==> src/logic/cmosd_regs.vh <==
// constants for the clock mode and oscillation stop detect block
`ifndef CMOSD_REGS_VH
`define CMOSD_REGS_VH
// cpu divider codes of the two-bit field
`define CMOSD_DIV_1 2'h0
`define CMOSD_DIV_2 2'h1
`define CMOSD_DIV_4 2'h2
`define CMOSD_DIV_16 2'h3
// cpu clock source codes
`define CMOSD_SRC_MAIN 2'h0
`define CMOSD_SRC_PLL 2'h1
`define CMOSD_SRC_OCO 2'h2
`define CMOSD_SRC_SUB 2'h3
// power mode state codes
`define CMOSD_ST_RUN 2'h0
`define CMOSD_ST_WAIT 2'h1
`define CMOSD_ST_STOP 2'h2
`define CMOSD_ST_HALT 2'h3
// main clock edge window, in ref_clk cycles; 2 MHz floor gives many edges per window
`define CMOSD_WIN_NS 2000
`define CMOSD_CLK_NS 100
`define CMOSD_WIN_CYC (`CMOSD_WIN_NS / `CMOSD_CLK_NS)
`endif

==> src/logic/cmosd_clock_mode.v <==
// clock mode control with oscillation stop and re-oscillation detection
// Functional notes
// - sub oscillator runs only when enabled
// - divide field selects 1, 2, 4, 16
// - divide-by-eight bit overrides the field
// - sub select picks sub clock source
// - main stop bit turns main oscillator off
// - pll on plus select picks pll
// - on-chip select picks on-chip oscillator
// - all clocks off enters stop mode
// - wait instruction enters wait mode
// - hardware interrupt exits stop or wait
// - detector senses stop and re-oscillation
// - detector active only when enabled
// - response bit picks reset or interrupt
// - stop detection needs main at least 2 MHz
// - stop in reset mode halts until reset
// - re-oscillation in reset mode also halts
// - interrupt mode stop switches to on-chip unless sub or pll is selected
// - set flag blocks further detection interrupts
`timescale 1ns/100ps
`include "cmosd_regs.vh"
module cmosd_clock_mode #(
  parameter WIN_CYC = `CMOSD_WIN_CYC
)(
  input wire ref_clk,
  input wire rstn,
  input wire mainOscIn,
  input wire subOscEnable,
  input wire mainOscStop,
  input wire div8Select,
  input wire sysClkSubSelect,
  input wire allClocksOffWr,
  input wire pllSourceSelect,
  input wire divFieldLow,
  input wire divFieldHigh,
  input wire pllOn,
  input wire oscDetectEnable,
  input wire onchipOscSelectWr,
  input wire onchipOscSelectVal,
  input wire oscDetectFlagClr,
  input wire oscDetectResponse,
  input wire waitInstr,
  input wire hwIrq,
  output reg subOscRun_r,
  output reg mainOscRun_r,
  output reg onchipOscRun_r,
  output reg [1:0] cpuClkSrc_r,
  output reg [4:0] cpuDivRatio_r,
  output reg div8Status_r,
  output reg onchipOscSelect_r,
  output reg oscDetectFlag_r,
  output reg mainClkStopped_r,
  output reg oscDetectIrq_r,
  output reg oscStopReset_r,
  output reg [1:0] powerMode_r,
  output wire cpuClkGate
);
  reg [1:0] mode_r;
  reg [1:0] mode_nxt;
  reg div8Force_r;
  wire mainPresent;
  wire stopEv;
  wire reoscEv;
  wire detEvent;
  wire div8Eff;
  wire peripheralOco;

  // divider code to ratio, shared by the output and any later consumer
  function [4:0] divRatio;
    input d8;
    input [1:0] fld;
    begin
      if (d8)
        divRatio = 5'h08;
      else
        case (fld)
          `CMOSD_DIV_1: divRatio = 5'h01;
          `CMOSD_DIV_2: divRatio = 5'h02;
          `CMOSD_DIV_4: divRatio = 5'h04;
          default: divRatio = 5'h10;
        endcase
    end
  endfunction

  cmosd_edge_watch #(
    .WIN_CYC(WIN_CYC),
    .CW(8)
  ) uWatch (
    .ref_clk(ref_clk),
    .rstn(rstn),
    .enable(oscDetectEnable),
    .mainOscIn(mainOscIn),
    .mainPresent_r(mainPresent),
    .stopEvent_r(stopEv),
    .reoscEvent_r(reoscEv)
  );

  // below 2 MHz the window may see no edge; user must keep detection off then
  assign detEvent = oscDetectEnable & (stopEv | reoscEv);

  // stop entry and main stop both force divide by eight until a cycle with neither strobe sees div8Select low
  // the strobe itself counts too, so the ratio is eight in the very cycle of entry
  assign div8Eff = div8Select | div8Force_r | allClocksOffWr | mainOscStop;
  assign peripheralOco = onchipOscRun_r & mainClkStopped_r;

  // cpu clock runs only in run mode
  assign cpuClkGate = (mode_r == `CMOSD_ST_RUN);

  // power mode state machine
  always @*
  begin
    mode_nxt = mode_r;
    case (mode_r)
      `CMOSD_ST_RUN:
      begin
        if (allClocksOffWr)
          mode_nxt = `CMOSD_ST_STOP;
        else if (waitInstr)
          mode_nxt = `CMOSD_ST_WAIT;
      end
      `CMOSD_ST_WAIT, `CMOSD_ST_STOP:
      begin
        if (hwIrq)
          mode_nxt = `CMOSD_ST_RUN;
      end
      `CMOSD_ST_HALT:
        mode_nxt = `CMOSD_ST_HALT;
      default:
        mode_nxt = `CMOSD_ST_RUN;
    endcase
    if (detEvent && !oscDetectResponse)
      mode_nxt = `CMOSD_ST_HALT;
  end

  // halt state is left only by the hardware reset
  always @(posedge ref_clk or negedge rstn)
  begin
    if (!rstn)
    begin
      mode_r <= `CMOSD_ST_RUN;
      powerMode_r <= `CMOSD_ST_RUN;
      oscStopReset_r <= 1'b0;
    end
    else
    begin
      mode_r <= mode_nxt;
      powerMode_r <= mode_nxt;
      oscStopReset_r <= (mode_nxt == `CMOSD_ST_HALT);
    end
  end

  // detection flags, on-chip select and interrupt request
  always @(posedge ref_clk or negedge rstn)
  begin
    if (!rstn)
    begin
      oscDetectFlag_r <= 1'b0;
      mainClkStopped_r <= 1'b0;
      onchipOscSelect_r <= 1'b0;
      oscDetectIrq_r <= 1'b0;
    end
    else
    begin
      oscDetectIrq_r <= 1'b0;
      mainClkStopped_r <= ~mainPresent;
      if (onchipOscSelectWr)
        onchipOscSelect_r <= onchipOscSelectVal;
      // flag blocks repeats, set beats clear
      if (detEvent && oscDetectResponse)
      begin
        // an event in the clear cycle keeps the flag set
        oscDetectFlag_r <= 1'b1;
        if (!oscDetectFlag_r)
        begin
          oscDetectIrq_r <= 1'b1;
          if (stopEv && !sysClkSubSelect && !(pllOn && pllSourceSelect))
            onchipOscSelect_r <= 1'b1;
        end
      end
      else if (oscDetectFlagClr)
        oscDetectFlag_r <= 1'b0;
    end
  end

  // oscillator enables and the divide-by-eight force
  always @(posedge ref_clk or negedge rstn)
  begin
    if (!rstn)
    begin
      subOscRun_r <= 1'b0;
      mainOscRun_r <= 1'b1;
      onchipOscRun_r <= 1'b0;
      div8Force_r <= 1'b1;
    end
    else
    begin
      subOscRun_r <= subOscEnable & (mode_nxt != `CMOSD_ST_STOP);
      mainOscRun_r <= ~mainOscStop & (mode_nxt != `CMOSD_ST_STOP) & (mode_nxt != `CMOSD_ST_HALT);
      onchipOscRun_r <= (onchipOscSelect_r | peripheralOco | (stopEv & oscDetectResponse & oscDetectEnable))
        & (mode_nxt != `CMOSD_ST_STOP);
      if (allClocksOffWr || mainOscStop)
        div8Force_r <= 1'b1;
      else if (!div8Select)
        div8Force_r <= 1'b0;
    end
  end

  // cpu source and divider outputs
  // division follows the field every cycle, whatever the source
  always @(posedge ref_clk or negedge rstn)
  begin
    if (!rstn)
    begin
      cpuClkSrc_r <= `CMOSD_SRC_MAIN;
      cpuDivRatio_r <= 5'h08;
      div8Status_r <= 1'b1;
    end
    else
    begin
      cpuDivRatio_r <= divRatio(div8Eff, {divFieldHigh, divFieldLow});
      div8Status_r <= div8Eff;
      if (sysClkSubSelect)
        cpuClkSrc_r <= `CMOSD_SRC_SUB;
      else if (onchipOscSelect_r)
        cpuClkSrc_r <= `CMOSD_SRC_OCO;
      else if (pllOn && pllSourceSelect)
        cpuClkSrc_r <= `CMOSD_SRC_PLL;
      else
        cpuClkSrc_r <= `CMOSD_SRC_MAIN;
    end
  end
endmodule

==> src/logic/cmosd_edge_watch.v <==
// main clock presence watcher sampled by the reference clock
`timescale 1ns/100ps
`include "cmosd_regs.vh"
module cmosd_edge_watch #(
  parameter WIN_CYC = `CMOSD_WIN_CYC,
  parameter CW = 8
)(
  input wire ref_clk,
  input wire rstn,
  input wire enable,
  input wire mainOscIn,
  output reg mainPresent_r,
  output reg stopEvent_r,
  output reg reoscEvent_r
);
  reg sync1_r;
  reg sync2_r;
  reg last_r;
  reg seen_r;
  reg [CW-1:0] winCnt_r;
  wire edgeNow;
  wire winEnd;
  // last count of a window, cut to the counter width on purpose
  localparam integer WIN_LAST_I = WIN_CYC - 1;
  localparam [CW-1:0] WIN_LAST = WIN_LAST_I[CW-1:0];
  localparam [CW-1:0] CNT_ONE = {{(CW-1){1'b0}}, 1'b1};

  // two-stage synchroniser; only the second stage is looked at
  always @(posedge ref_clk or negedge rstn)
  begin
    if (!rstn)
    begin
      sync1_r <= 1'b0;
      sync2_r <= 1'b0;
      last_r <= 1'b0;
    end
    else
    begin
      sync1_r <= mainOscIn;
      sync2_r <= sync1_r;
      last_r <= sync2_r;
    end
  end

  assign edgeNow = sync2_r ^ last_r;
  assign winEnd = (winCnt_r == WIN_LAST);

  // edge window judge
  // window judge; presence is assumed at reset so no false re-oscillation at start-up
  always @(posedge ref_clk or negedge rstn)
  begin
    if (!rstn)
    begin
      winCnt_r <= {CW{1'b0}};
      seen_r <= 1'b0;
      mainPresent_r <= 1'b1;
      stopEvent_r <= 1'b0;
      reoscEvent_r <= 1'b0;
    end
    else
    begin
      stopEvent_r <= 1'b0;
      reoscEvent_r <= 1'b0;
      if (!enable)
      begin
        winCnt_r <= {CW{1'b0}};
        seen_r <= 1'b0;
      end
      else if (winEnd)
      begin
        winCnt_r <= {CW{1'b0}};
        seen_r <= 1'b0;
        mainPresent_r <= seen_r | edgeNow;
        stopEvent_r <= mainPresent_r & ~(seen_r | edgeNow);
        reoscEvent_r <= ~mainPresent_r & (seen_r | edgeNow);
      end
      else
      begin
        winCnt_r <= winCnt_r + CNT_ONE;
        seen_r <= seen_r | edgeNow;
      end
    end
  end
endmodule

==> config.mk <==
export PLATFORM = sky130hd
export DESIGN_NAME = cmosd_clock_mode
export DESIGN_NICKNAME = d
export VERILOG_FILES = /design/src/logic/cmosd_clock_mode.v /design/src/logic/cmosd_edge_watch.v
export VERILOG_INCLUDE_DIRS = /design/src /design/src/logic
export SDC_FILE = /design/constraint.sdc
export NUM_CORES = 1
export LEC_CHECK = 0
export BUFFER_PORTS_ARGS = -buffer_cell sky130_fd_sc_hd__buf_4
export CELL_PAD_IN_SITES_DETAIL_PLACEMENT = 2
export CELL_PAD_IN_SITES_GLOBAL_PLACEMENT = 2
export CORE_MARGIN = 1.5
export CORE_UTILIZATION = 31
export DETAILED_ROUTE_END_ITERATION = 16
export PLACE_DENSITY_LB_ADDON = 0.3
export SETUP_SLACK_MARGIN = 0.4
export SLEW_MARGIN = 20
export SYNTH_ARGS = -nofsm -noshare
export SYNTH_HDL_FRONTEND = slang
export SYNTH_SLANG_ARGS = --single-unit
==> constraint.sdc <==
create_clock -name ref_clk -period 2 [get_ports ref_clk]
set_input_delay 0 -clock ref_clk [delete_from_list [all_inputs] [get_ports ref_clk]]
set_output_delay 0 -clock ref_clk [all_outputs]
set_load 0.01 [all_outputs]
# Yosys cells after proc, flatten, opt, wreduce, memory -nomap -nowiden
# Cells that the tools add are included.
# word_totals
register_bits	34
elab_cells	95
# op_classes
bitwise_logic	21
muxes	28
n_reduce_logical	14
addsub	1
eq_ne	10
# op_table
operator	n
$mux 1	17
$mux 8	2
$pmux 5 s3	1
$mux 2	6
$and 1x1->1	10
$add 8x1->8 const B	1
$eq 2x2->1 const B	4
$eq 8x5->1 const B	1
$or 1x1->1	7
$pmux 2 s3	1
$logic_and 1x1->1	5
$mux 5	1
$eq 2x1->1 const B	2
$logic_not 2->1	2
$ne 2x2->1 const B	2
$logic_not 1->1	3
$not 1->1	3
$ne 2x1->1 const B	1
$reduce_and 2->1	1
$reduce_bool 2->1	1
$reduce_or 2->1	1
$logic_or 1x1->1	1
$xor 1x1->1	1

# Longest topological paths before layout
# depth
word_depth	7
mapped_depth	6

# Cells and area by module
# From an unflattened synthesis, not the netlist that was laid out.
# unflattened
hier_cells	118
hier_area_um2	1391.3
# modules_own_cells
mod	instances	area_each_um2	cells_per_inst
cmosd_clock_mode	1	740.7	64
cmosd_edge_watch	1	650.6	54

# Least setup slack after synthesis
# Ideal clock, no wire load.
# synth_path
path_type	reg2reg
from	reg mode_r[0]
to	reg onchipOscRun_r
path_slack_ns	0.514
required_time_ns	1.914
t_arrival_ns	1.400
setup_ns	0.086
stages_incl_launch_ff	6
period_less_slack_ns	1.486
path_buffers	0
path_cell_list	dfrtp_1 > inv_1 > ha_1 > and3b_1 > o32a_1 > a32oi_1
# synth_via
elab_chain_cells	6
word_cells_on_any_way	12
classes_between	eq/ne (4); mux (5); bitwise (1); reduce/logical (2)
# synth_rtl
item	line	rtl
start: declaration	cmosd_clock_mode.v:59	reg [1:0] mode_r;
start signal: assignment	cmosd_clock_mode.v:141	mode_r <= `CMOSD_ST_RUN;
start signal: assignment	cmosd_clock_mode.v:147	mode_r <= mode_nxt;
$eq 2x1->1, or another cell as far along	cmosd_clock_mode.v:114	case (mode_r)
$reduce_or 2->1 / $mux 2 (equally long branches)	cmosd_clock_mode.v:114, cmosd_clock_mode.v:117	
$pmux 2 s3 (*)	cmosd_clock_mode.v:114	
$mux 2 (*)	cmosd_clock_mode.v:132	if (detEvent && !oscDetectResponse)
$ne 2x2->1 (no source line) (*)	--	
$and 1x1->1 (*)	cmosd_clock_mode.v:200	onchipOscRun_r <= (onchipOscSelect_r | peripheralOco | (stopEv & oscDetectResponse & oscDetectEnable))
end signal: assignment	cmosd_clock_mode.v:200	
end: declaration	cmosd_clock_mode.v:47	output reg onchipOscRun_r,
# Every way passes the cells marked *; elsewhere a longest branch is shown, timed or not.
# A chain may end at the register's enable or synchronous reset.

# Worst setup path after layout
# layout_path
from	reg mode_r[1]
to	reg mainOscRun_r
# layout_via
elab_chain_cells	7
word_cells_on_any_way	14
classes_between	eq/ne (5); mux (5); bitwise (2); reduce/logical (2)
# layout_rtl
item	line	rtl
$eq 2x1->1, or another cell as far along	cmosd_clock_mode.v:114	
$reduce_or 2->1 / $mux 2 (equally long branches)	cmosd_clock_mode.v:114, cmosd_clock_mode.v:117	
$pmux 2 s3 (*)	cmosd_clock_mode.v:114	
$mux 2 (*)	cmosd_clock_mode.v:132	
named net mode_nxt[1]	cmosd_clock_mode.v:60	reg [1:0] mode_nxt;
$ne 2x2->1 (no source line)	--	
$and 1x1->1	cmosd_clock_mode.v:199	mainOscRun_r <= ~mainOscStop & (mode_nxt != `CMOSD_ST_STOP) & (mode_nxt != `CMOSD_ST_HALT);
$and 1x1->1 (*)	cmosd_clock_mode.v:199	
end signal: assignment	cmosd_clock_mode.v:199	
end: declaration	cmosd_clock_mode.v:46	output reg mainOscRun_r,
# The timed path passes the listed nets; every way through them passes the cells marked *.

==> out/results.ini <==
[yosys]
avgSynthCellArea_um2 = 11.7
ys_warn_count = 0
synth_cell_type_count = 34
yosysTopAreaCell = dfrtp_1
synth_area_leaders = dfrtp_1 55%, dfstp_2 8.0%, nor2_1 3.4%, xor2_1 3.3%, ha_1 2.9%
synth_edf_count = 0
yosysSeqAreaShare = 0.634
synth_fp_nets = 134
netlist_area_mm2 = 0.00131
ys_seq_elements = 33
async_reset_ff_frac = 1.00
synthCells = 112
yosysTopAreaCellShare = 0.554
synthFlopType = dfrtp_1

[route]
num_vias = 1079
ant_nets = 0
drt_wl_total_um = 3900
drtIter0Drc = 39
drc = 0
wire_per_inst_um = 17.3
vias_per_cell = 4.80
dr.pass1.iters = 4

[grt]
grt_pass1_vias = 1185
grt_first_pass_wirelength_um = 5650
grtUsageMet3 = 0.0461
track_usage = 0.170
grt_max_degree = 34
antenna_found_initial = 0
top_usage_layer = met2
grtUsageMet2 = 0.309
grt-ovfl-total = 0
met1_usage = 0.189

[clock_tree]
cts_made_buffers = 5
cts_num_sinks = 33
cts_buffer_depth = 2
h-tree-depth = 2
path_clk_slew_ns = 0.07
clock_latency_ns = 0.28
cts-root-buf = clkbuf_8
cts_tree = built

[place]
placed_area_mm2 = 0.00164
dp_cells = 197
hpwl_um = 2460
pre_cts_slack_ns = 0.425
io_buffers = 37
place.gp.congestion = 0.758

[final_layout]
layout_common_cells = 43 x buf_4, 29 x dfrtp_1, 14 x dlygate4sd3_1
num_antenna_cells = 0
final_cells = 225
utilization = 0.496
layout_commonest_cell = buf_4
drive_above_1_share = 0.360
finalInstanceArea_mm2 = 0.00200
area_growth_pct = 52.6
fillers = 420
nNetsFinal = 196

[power]
vdd_ir_drop_max_mv = 0.406
cellPowerDensity_mw_per_mm2 = 1060
seqPwrFrac = 0.374
clock_power_share = 0.310
intPower_mw = 1.51
p_sw_frac = 0.288
comb_power_share = 0.316
p_leak_nw = 0.948
p_sw_mw = 0.613

[critical_path]
critPathLaunchType = flip-flop
worst_ep_required_time_ns = 2.21
cp_max_fo = 4
critPathCaptureType = flip-flop
critical_path_class = flip-flop to flip-flop
arrival_ns = 1.79

[run_status]
outcome = complete, no violations

[timing]
slew_viol_final = 0
fin_crit_sh = 0.789
min_period_ns = 1.58
slew_headroom = 0.683
rsz0062_at_grt = yes
clock.fmax_mhz = 634
fin_worst_skew_ns = 0.00639
worst_slack_ns = 0.422
finalHoldViolations = 0
tns_ns = 0
setup_viol = 0
tightestPinTransition_ns = 0.473

[floorplanning]
std_cell_rows = 23
num_io_pins = 38
die-width_um = 68.0
dieArea_mm2 = 0.00462
core_area_mm2 = 0.00403
die_h_um = 68.0
initial_core_util = 0.325

[hold_path]
hold_path_class = input port to flip-flop

[job]
drv_cap = 0

-- per-stage QoR --
| stage | total power [mW] | hold WS [ns] |
|---|---|---|
| after floorplan | 1.01 | -0.296 |
| after global placement | 1.20 | -0.0383 |
| after detailed placement | 1.24 | -0.0292 |
| after CTS | 1.91 | 0.000731 |
| after global routing | 2.23 | 0.0507 |
| final | 2.13 | 0.0394 |
-- sequential cells by signal, summed over array words and instances, names as in the netlist, 2 cells and up --
| name | flops |
|---|---|
| cpuClkSrc_r | 2 |
| uWatch.winCnt_r | 8 |
| mode_r | 2 |
| cpuDivRatio_r | 5 |
-- synthesized netlist by cell type (2+ instances only) --
master / count
dfstp_2: 4
o21ai_0: 3
ha_1: 3
dfrtp_1: 29
inv_1: 9
nand2_1: 6
o211ai_1: 2
xnor2_1: 2
nor2_1: 12
a31oi_1: 2
nand3_1: 7
nor3_1: 5
xor2_1: 5
and3_1: 3
-- worst max-delay path, cell delays in order, from the launching register on --
cell and delay (ns):
dfrtp_1 0.42, inv_2 0.09, ha_4 0.20, and3b_2 0.22, o32ai_4 0.29, nand2_1 0.11
nor2_1 0.16
-- path summary, 6_finish.rpt --
path / start / end / slack [ns] / depth (start not counted)
setup / recovery: mode_r[1]$_DFF_PN0_ / mainOscRun_r$_DFF_PN1_ / 0.42 / 6
hold / removal: pllSourceSelect / cpuClkSrc_r[0]$_DFF_PN0_ / 0.04 / 3
setup reg to reg: mode_r[1]$_DFF_PN0_ / mainOscRun_r$_DFF_PN1_ / 0.42 / 6
hold reg to reg: uWatch.sync1_r$_DFF_PN0_ / uWatch.sync2_r$_DFF_PN0_ / 0.36 / 0
max in group asynchronous: rstn / uWatch.mainPresent_r$_DFFE_PN1P_ / 1.47 / 2
min in group asynchronous: rstn / uWatch.winCnt_r[3]$_DFF_PN0_ / 0.19 / 2
-- metal layers --
layer	wire (µm)	vias to the layer above
met2	2160	28
met3	161	3
li1	-	506
met5	0	-
met1	1560	542
met4	23	0
-- repair_timing --
item | in CTS | in global routing
hold buffers | 14 | 0
hold endpoints to repair | 47 | 0
gates resized for setup | 0 | 11
buffers inserted | 0 | 6
endpoints found under the setup margin | 0 | 5
-- layout make-up --
type	count	area, µm²	area share
clock inverters	1	30.0	0.0150
clock buffers	7	86.3	0.0432
well taps	50	62.6	0.0313
repair buffers	57	463	0.232
multi-input cells	68	493	0.247
inverters	9	33.8	0.0169
flip-flops and latches	33	831	0.416
-- power groups by stage --
stage | combinational (mW) | clock, mW | sequential, mW
after global placement | 0.396 | 0 | 0.803
after global routing | 0.730 | 0.700 | 0.803
final | 0.673 | 0.660 | 0.795
after detailed placement | 0.422 | 0 | 0.813
after CTS | 0.446 | 0.667 | 0.800
after floorplan | 0.180 | 0 | 0.830
-- kinds of logic (layout without fill, tap and decap cells) --
group,count (synthesis),after routing,share of synthesized area
AO/OA/AOI/OAI,14,14,0.0764
XOR/XNOR,7,7,0.0468
adder cells (fa/ha/maj),3,3,0.0287
buffers and inverters,11,74,0.0353
flip-flops,33,33,0.634
multiplexers,1,1,0.00764
AND/OR/NAND/NOR,43,43,0.171
(Power assumes the default switching activity.)
